## src/verilog/rtcsp_pkg.sv

```systemverilog
// package: constants and types of the rtc two-wire slave port
// Behaviour
// SDA falling while SCL high starts access
// SDA rising while SCL high ends access
// SDA changes only while SCL low
// only the master makes start and stop
// data moves in eight-bit bytes, unlimited count
// receiver pulls SDA low for ack
// receiver releases SDA at ninth clock fall
// reading master withholds ack after last byte
// after no-ack device keeps SDA released
// first byte: 7-bit address then direction
// device answers only address 0110010
// repeated start continues access, resends address
// second write byte holds pointer and format
// writes need format 0000; third byte stored
// pointer increments per byte, wraps Fh to 0h
// stop sets pointer to Fh
// master reads via repeated start, no stop
// format 4h turns to reading after pointer
// direct read starts from current pointer
// read pointer advances and wraps each byte
// line outputs are open drain, low only
// access auto-ends half a second after start
// after auto-end: no write ack, reads FFh
// master waits 61 us after stop
// pointer high nibble, format low nibble
// no ack on foreign address until start
package rtcsp_pkg;
   localparam logic [6:0] SLAVE_ADDR = 7'h32;
   localparam logic [3:0] BYTE_BITS = 4'h8;
   localparam logic [3:0] FMT_WRITE = 4'h0;
   localparam logic [3:0] FMT_READ_NOW = 4'h4;
   localparam logic [3:0] PTR_AFTER_STOP = 4'hF;
   localparam logic [3:0] PTR_RESET = 4'hF;
   localparam logic [7:0] READ_LOCKED = 8'hFF;
   localparam int REG_AW = 4;
   localparam int REG_DW = 8;
   localparam int unsigned CLK_HZ = 10_000_000;
   localparam int unsigned TIMEOUT_MS = 500;
   // longest wait before forced release, rounded down to whole cycles
   localparam int unsigned TIMEOUT_CYCLES = CLK_HZ / 1000 * TIMEOUT_MS;

   typedef enum logic [2:0] {
      S_IDLE,
      S_ADDR,
      S_ADDR_ACK,
      S_WR_BYTE,
      S_WR_ACK,
      S_RD_BYTE,
      S_RD_ACK,
      S_IGNORE
   } rtcsp_state_t;
endpackage

```

## src/verilog/rtcsp_bus_if.sv

```systemverilog
// interface: decoded line events from the synchroniser to the core
`timescale 1ns/100ps
interface rtcsp_bus_if;
   logic sclLvl;
   logic sdaLvl;
   logic sclRise;
   logic sclFall;
   logic startDet;
   logic stopDet;
   modport sync (output sclLvl, sdaLvl, sclRise, sclFall, startDet,
      stopDet);
   modport core (input sclLvl, sdaLvl, sclRise, sclFall, startDet,
      stopDet);
endinterface

```

## src/verilog/rtcsp_line_sync.sv

```systemverilog
// module: pin synchroniser with clock edge and start/stop detection
`timescale 1ns/100ps
module rtcsp_line_sync (
   input wire logic mclk, // system clock
   input wire logic resetn, // synchronous reset, active low
   input wire logic sclPin, // serial clock pin level
   input wire logic sdaPin, // serial data pin level
   rtcsp_bus_if.sync bus // decoded events
);
   import rtcsp_pkg::*;

   typedef struct packed {
      logic sclMeta;
      logic sclSync;
      logic sclPrev;
      logic sdaMeta;
      logic sdaSync;
      logic sdaPrev;
   } rtcsp_sync_t;

   rtcsp_sync_t st;
   rtcsp_sync_t next_st;

   always_comb begin
      next_st = st;
      next_st.sclMeta = sclPin;
      next_st.sclSync = st.sclMeta;
      next_st.sclPrev = st.sclSync;
      next_st.sdaMeta = sdaPin;
      next_st.sdaSync = st.sdaMeta;
      next_st.sdaPrev = st.sdaSync;
   end

   // reset to idle-high so release of reset never looks like a start
   always_ff @(posedge mclk) begin
      if (!resetn) begin
         st <= '1;
      end else begin
         st <= next_st;
      end
   end

   assign bus.sclLvl = st.sclSync;
   assign bus.sdaLvl = st.sdaSync;
   assign bus.sclRise = st.sclSync & ~st.sclPrev;
   assign bus.sclFall = ~st.sclSync & st.sclPrev;
   assign bus.startDet = st.sclSync & st.sclPrev & st.sdaPrev &
      ~st.sdaSync;
   assign bus.stopDet = st.sclSync & st.sclPrev & ~st.sdaPrev &
      st.sdaSync;
endmodule // rtcsp_line_sync

```

## src/verilog/rtcsp_reg_mem.sv

```systemverilog
// module: register file behind the pointer, registered read port
`timescale 1ns/100ps
module rtcsp_reg_mem #(
   parameter int AW = 4,
   parameter int DW = 8
) (
   input wire logic mclk, // system clock
   input wire logic resetn, // synchronous reset, active low
   input wire logic wrEn, // write strobe
   input wire logic [AW-1:0] wrAddr, // write address
   input wire logic [DW-1:0] wrData, // write data
   input wire logic [AW-1:0] rdAddr, // read address
   output logic [DW-1:0] rdData // read data, one cycle late
);
   import rtcsp_pkg::*;

   typedef struct packed {
      logic [(1<<AW)-1:0][DW-1:0] mem;
      logic [DW-1:0] rd;
   } rtcsp_mem_t;

   rtcsp_mem_t st;
   rtcsp_mem_t next_st;

   always_comb begin
      next_st = st;
      next_st.rd = st.mem[rdAddr];
      if (wrEn) begin
         next_st.mem[wrAddr] = wrData;
      end
   end

   always_ff @(posedge mclk) begin
      if (!resetn) begin
         st <= '0;
      end else begin
         st <= next_st;
      end
   end

   assign rdData = st.rd;
endmodule // rtcsp_reg_mem

```

## src/verilog/rtcsp_slave_port.sv

```systemverilog
// module: two-wire slave port of the clock, top level
`timescale 1ns/100ps
module rtcsp_slave_port #(
   parameter int unsigned TimeoutCycles = rtcsp_pkg::TIMEOUT_CYCLES
) (
   input wire logic mclk, // system clock, 10 MHz
   input wire logic resetn, // synchronous reset, active low
   input wire logic sclPin, // serial clock pin
   input wire logic sdaPin, // serial data pin level
   output logic sdaOut, // data pin drive value, always low
   output logic sdaOe, // data pin pull-down enable
   output logic regWrite, // register write pulse
   output logic [rtcsp_pkg::REG_AW-1:0] regWrAddr, // written register
   output logic [rtcsp_pkg::REG_DW-1:0] regWrData, // written value
   output logic accessActive, // access running since first start
   output logic autoReleased // access was forced to end
);
   import rtcsp_pkg::*;

   localparam int TW = $clog2(TimeoutCycles + 1);

   typedef struct packed {
      rtcsp_state_t state;
      logic [3:0] bitCnt;
      logic [7:0] rxShift;
      logic [7:0] txShift;
      logic [REG_AW-1:0] ptr;
      logic [3:0] fmt;
      logic firstData;
      logic goRead;
      logic masterAck;
      logic sdaOe;
      logic active;
      logic timedOut;
      logic [TW-1:0] timer;
      logic wrEn;
      logic [REG_AW-1:0] wrAddr;
      logic [REG_DW-1:0] wrData;
   } rtcsp_core_t;

   rtcsp_core_t st;
   rtcsp_core_t next_st;
   logic [REG_DW-1:0] rdData;
   logic [REG_DW-1:0] txByte;
   logic inByte;
   logic timeUp;

   rtcsp_bus_if bus ();

   rtcsp_line_sync u_sync (
      .mclk(mclk),
      .resetn(resetn),
      .sclPin(sclPin),
      .sdaPin(sdaPin),
      .bus(bus.sync)
   );

   rtcsp_reg_mem #(
      .AW(REG_AW),
      .DW(REG_DW)
   ) u_mem (
      .mclk(mclk),
      .resetn(resetn),
      .wrEn(st.wrEn),
      .wrAddr(st.wrAddr),
      .wrData(st.wrData),
      .rdAddr(st.ptr),
      .rdData(rdData)
   );

   assign inByte = (st.state == S_ADDR) || (st.state == S_WR_BYTE) ||
      (st.state == S_RD_BYTE);
   // at-or-past, so a restart landing on the last cycle cannot skip it
   assign timeUp = st.active && (st.timer >= TW'(TimeoutCycles - 1));
   // a locked port answers every read with all ones
   assign txByte = st.timedOut ? READ_LOCKED : rdData;

   always_comb begin
      next_st = st;
      next_st.wrEn = 1'b0;
      if (st.active) begin
         next_st.timer = st.timer + TW'(1);
      end
      if (bus.stopDet) begin
         next_st.state = S_IDLE;
         next_st.ptr = PTR_AFTER_STOP;
         next_st.sdaOe = 1'b0;
         next_st.active = 1'b0;
         // a timeout in the same cycle as the stop still locks the port
         next_st.timedOut = timeUp;
      end else if (bus.startDet) begin
         next_st.state = S_ADDR;
         next_st.bitCnt = '0;
         next_st.sdaOe = 1'b0;
         // a repeated start keeps the running timer
         if (!st.active) begin
            next_st.active = 1'b1;
            next_st.timer = '0;
         end
      end else if (timeUp) begin
         // behaves like a stop so a hung master cannot hold the bus
         next_st.state = S_IDLE;
         next_st.ptr = PTR_AFTER_STOP;
         next_st.sdaOe = 1'b0;
         next_st.active = 1'b0;
         next_st.timedOut = 1'b1;
      end else begin
         if (bus.sclRise && inByte) begin
            next_st.rxShift = {st.rxShift[6:0], bus.sdaLvl};
            next_st.bitCnt = st.bitCnt + 4'h1;
         end
         if (bus.sclRise && st.state == S_RD_ACK) begin
            next_st.masterAck = !bus.sdaLvl;
         end
         if (bus.sclFall) begin
            unique case (st.state)
               S_IDLE, S_IGNORE: begin
                  next_st.sdaOe = 1'b0;
               end
               S_ADDR: begin
                  if (st.bitCnt == BYTE_BITS) begin
                     if (st.rxShift[7:1] == SLAVE_ADDR) begin
                        next_st.sdaOe = 1'b1;
                        next_st.state = S_ADDR_ACK;
                        next_st.goRead = st.rxShift[0];
                        next_st.firstData = 1'b1;
                     end else begin
                        next_st.state = S_IGNORE;
                     end
                  end
               end
               S_WR_BYTE: begin
                  if (st.bitCnt == BYTE_BITS) begin
                     next_st.state = S_WR_ACK;
                     next_st.sdaOe = !st.timedOut;
                     if (st.firstData) begin
                        if (!st.timedOut) begin
                           next_st.ptr = st.rxShift[7:4];
                           next_st.fmt = st.rxShift[3:0];
                           next_st.goRead =
                              (st.rxShift[3:0] == FMT_READ_NOW);
                        end
                        next_st.firstData = 1'b0;
                     end else if (st.fmt == FMT_WRITE && !st.timedOut)
                     begin
                        next_st.wrEn = 1'b1;
                        next_st.wrAddr = st.ptr;
                        next_st.wrData = st.rxShift;
                        next_st.ptr = st.ptr + 4'h1;
                     end
                  end
               end
               S_ADDR_ACK, S_WR_ACK: begin
                  next_st.bitCnt = '0;
                  if (st.goRead) begin
                     // becomes transmitter right at the ninth fall
                     next_st.state = S_RD_BYTE;
                     next_st.txShift = txByte;
                     next_st.sdaOe = !txByte[7];
                  end else begin
                     next_st.state = S_WR_BYTE;
                     next_st.sdaOe = 1'b0;
                  end
               end
               S_RD_BYTE: begin
                  if (st.bitCnt == BYTE_BITS) begin
                     next_st.state = S_RD_ACK;
                     next_st.sdaOe = 1'b0;
                     next_st.ptr = st.ptr + 4'h1;
                  end else begin
                     next_st.txShift = {st.txShift[6:0], 1'b0};
                     next_st.sdaOe = !st.txShift[6];
                  end
               end
               S_RD_ACK: begin
                  next_st.bitCnt = '0;
                  if (st.masterAck) begin
                     next_st.state = S_RD_BYTE;
                     next_st.txShift = txByte;
                     next_st.sdaOe = !txByte[7];
                  end else begin
                     next_st.state = S_IGNORE;
                     next_st.sdaOe = 1'b0;
                  end
               end
            endcase
         end
      end
   end

   always_ff @(posedge mclk) begin
      if (!resetn) begin
         st <= '{state: S_IDLE, ptr: PTR_RESET, default: '0};
      end else begin
         st <= next_st;
      end
   end

   assign sdaOut = 1'b0;
   assign sdaOe = st.sdaOe;
   assign regWrite = st.wrEn;
   assign regWrAddr = st.wrAddr;
   assign regWrData = st.wrData;
   assign accessActive = st.active;
   assign autoReleased = st.timedOut;
endmodule // rtcsp_slave_port
```

## config.mk

```make
export PLATFORM = sky130hd
export DESIGN_NAME = rtcsp_slave_port
export DESIGN_NICKNAME = d
export VERILOG_FILES = /design/src/verilog/rtcsp_pkg.sv /design/src/verilog/rtcsp_bus_if.sv /design/src/verilog/rtcsp_line_sync.sv /design/src/verilog/rtcsp_reg_mem.sv /design/src/verilog/rtcsp_slave_port.sv
export SDC_FILE = /design/constraint.sdc
export NUM_CORES = 1
export LEC_CHECK = 0
export BUFFER_PORTS_ARGS = -buffer_cell sky130_fd_sc_hd__buf_2
export CAP_MARGIN = 20
export CORE_MARGIN = 3
export CORE_UTILIZATION = 65
export DETAILED_ROUTE_END_ITERATION = 7
export PLACE_DENSITY = 0.82
export SLEW_MARGIN = 30
export SYNTH_ARGS = -nofsm -noshare
export SYNTH_HDL_FRONTEND = slang
export SYNTH_SLANG_ARGS = --single-unit
export TNS_END_PERCENT = 100
```

## constraint.sdc

```tcl
create_clock -name mclk -period 3.9 [get_ports mclk]
set_input_delay 0.585 -clock mclk [delete_from_list [all_inputs] [get_ports mclk]]
set_output_delay 0.585 -clock mclk [all_outputs]
set_load 0.01 [all_outputs]
```

==> impl_metrics.tcl <==
set metrics [dict create \
    status "completed" \
    drc 0 \
    critPathLaunchType "flip-flop" \
    setup_tns_ns 0 \
    wl_met2_mm 10.9 \
    whs_ns 0.274 \
    fin_nets 969 \
    wl_per_cell_um 19.4 \
    setup_viol_count_final 0 \
    synth_edf_count 0 \
    vias_per_cell 6.29 \
    grt_pass1_wl_mm 36.2 \
    cts_tree "built" \
    critical_path.max_fanout 14 \
    slew_headroom_pct 34.2 \
    numCtsBuffers 22 \
    async_flop_share_pct 0 \
    dpl.hpwl_mm 14.3 \
    fin_cells 1159 \
    antenna_cells 0 \
    cts-resized-gates 0 \
    fmax_ghz 0.369 \
    clkSinkCount 214 \
    end_kind "flip-flop" \
    wl_met3_mm 1.28 \
    cts_max_path_buffers 3 \
    wl_met1_mm 9.52 \
    area_growth_pct 7.58 \
    via_count 7292 \
    n_fill_cell 1063 \
    numPortBuffers 19 \
    maxCapViolations 0 \
    syn-num-nets 1007 \
    dieArea_um2 16700 \
    syn_inst 998 \
    io_pins 21 \
    rsz0062_at_grt "no" \
    hold_path.startpoint "sdaPin" \
    synth_area_leaders "dfxtp_1 43%, mux2i_1 16%, mux4_2 9.1%" \
    tightest_slew_ns 0.984 \
    synth_seq_cells 214 \
    synth_top_area_share_pct 43.3 \
    grt_pass1_vias 6950 \
    firstDrtPassIters 5 \
    whs_path_depth 2 \
    grt_overflow 0 \
    crit_required_ns 4.32 \
    drt-initial-drc-count 680 \
    ir_drop_mv 0.411 \
    seq_area_frac_synth_pct 43.3 \
    min_path_type "in -> reg" \
    period_share_pct 69.6 \
    place_congestion 0.842 \
    dp_cells 1120 \
    finalClockSkew_ns 0.00715 \
    clkLatencyLatePin_ns 0.51 \
    ant_nets 0 \
    min_to "u_sync.next_st[1]" \
    reg2reg_setup_slack_ns 1.19 \
    drv_slew 0 \
    yosys_most_used_dff "dfxtp_1" \
    worstReg2RegStart "st[13]" \
    antenna_found_initial 0 \
    p_per_area_nw_per_um2 410 \
    postCtsSetupRepairBufs 0 \
    top_layer "met4" \
    syn_area_um2 9900 \
    reg2regPathDepth 6 \
    track_usage_pct 26.9 \
    wl_mm 22.5 \
    grt_max_degree 91 \
    num_rows 44 \
    layout-drive-gt1-share_pct 12.6 \
    cts_hold_buf 0 \
    clockRootBuffer "clkbuf_16" \
    power_leakage_nw 4.14 \
    die-height_um 129 \
    die_x_um 129 \
    rr_endpoint "st[65]" \
    path_clk_slew_ns 0.06 \
    start_util_pct 67.4 \
    core_um2 14700 \
    finalCriticalPeriod_ns 2.71 \
    critPathArrivalTime_ns 3.14 \
    syn_area_per_cell_um2 9.92 \
    ys_warn_count 0 \
    hold_violations 0 \
    worstSetupPathType "reg -> reg" \
    htree_levels 1 \
    yosys.area.top_type "dfxtp_1" \
    yosysUniqueCellTypes 65 \
]
==> sequential cells by signal, indices dropped and copies added, names as in the netlist <==
register / flops
u_sync.next_st: 2
regWrite: 1
st: 56
regWrData: 8
u_mem.rdData: 8
u_sync.bus.sdaLvl: 1
regWrAddr: 4
u_sync.bus.sclLvl: 1
autoReleased: 1
sdaOe: 1
u_mem.st: 128
u_sync.st: 2
accessActive: 1
==> synth_stat cells (all sizes together), types with 6 or more instances <==
library cell	n
mux2i	155
xnor2	6
o31ai	19
or3	12
nand3	14
nor4	10
dfxtp	214
inv	9
o21ai	15
xor2	15
nand2b	13
o211ai	9
mux4	40
a211oi	6
clkbuf	67
a21oi	16
nor2	177
nor3	9
nand4	26
nand2	55
and3	8
buf	23
and2	13
==> per-layer routing <==
| metal | vias to the layer above | track usage, % |
|---|---|---|
| li1 | 3463 | - |
| met2 | 241 | 45.6 |
| met4 | 0 | 9.84 |
| met5 | - | 0 |
| met1 | 3538 | 35.4 |
| met3 | 50 | 3.63 |
==> cells by family after synthesis <==
logic type	count (synthesis)	share of synthesized area [%]
xor gates and xnor gates	21	1.86
and+or+nand+nor	365	17.7
other	1	0.0379
muxes	197	25.0
adders and majority gates	5	0.632
DFF	214	43.3
buffers and inverters	99	4.46
AOI/OAI and AO/OA	96	7.08
==> cell type report <==
type	instances	area, um^2	share of cell area [%]
clock buffer	34	676	6.34
clock inverter	5	61.3	0.576
inverter	9	36.3	0.341
multi-input combinational	685	5190	48.7
sequential	214	4290	40.2
tap	184	230	2.16
timing repair buffer	28	175	1.64
==> cell usage in the layout, fill, tap and decap left out, drive strengths merged, types with 3 or more instances in the layout <==
| cell type | instances |
|---|---|
| a21oi | 16 |
| o211ai | 9 |
| o21ai | 15 |
| inv | 9 |
| and3b | 3 |
| nor2 | 177 |
| xnor2 | 6 |
| ha | 5 |
| a211o | 3 |
| mux4 | 40 |
| clkinv | 4 |
| dfxtp | 214 |
| nand2 | 55 |
| or4 | 4 |
| o311ai | 4 |
| and3 | 8 |
| nand3b | 5 |
| clkbuf | 34 |
| or3 | 12 |
| nor2b | 5 |
| nand4 | 26 |
| and2 | 13 |
| o31ai | 19 |
| buf | 28 |
| xor2 | 15 |
| nor3 | 9 |
| nand3 | 14 |
| nand2b | 13 |
| mux2i | 155 |
| nor4 | 10 |
| a211oi | 6 |
==> report_power, final <==
| group | internal (mW) | switching [mW] | total, mW | leakage, nW |
|---|---|---|---|---|
| registers | 2.19 | 0.00749 | 2.20 | 1.72 |
| clock network | 1.26 | 0.844 | 2.10 | 0.366 |
| logic | 0.0174 | 0.0551 | 0.0725 | 2.05 |
==> critical path: stages (launching register included) <==
cell and delay (ns):
dfxtp_1 0.39, ha_1 0.22, or4b_1 0.47, o41a_1 0.43, nor2_1 0.73, o31ai_1 0.20, a21oi_1 0.19
==> worst max-delay path by stage <==
| stage | startpoint | end | depth (start not counted) |
|---|---|---|---|
| detailed placement | st[14] | st[66] | 6 |
| global placement | st[34] | regWrAddr[1] | 5 |
| floorplan | st[47] | u_mem.rdData[0] | 6 |
| finish | st[13] | st[65] | 6 |
| CTS | st[13] | st[61] | 6 |
| global route | st[14] | st[61] | 6 |
==> stage by stage <==
stage	total power, mW	worst slack [ns]	utilization (%)	instance area [um^2]
2_1_floorplan	2.30	1.59	-	9900
3_3_place_gp	2.32	1.20	67.4	9900
3_5_place_dp	2.32	1.30	67.4	9910
4_1_cts	4.40	1.20	72.4	10600
5_1_grt	4.50	1.04	72.5	10700
6_report	4.37	1.19	72.5	10700
Note: power is estimated with default switching activity, not from simulation.
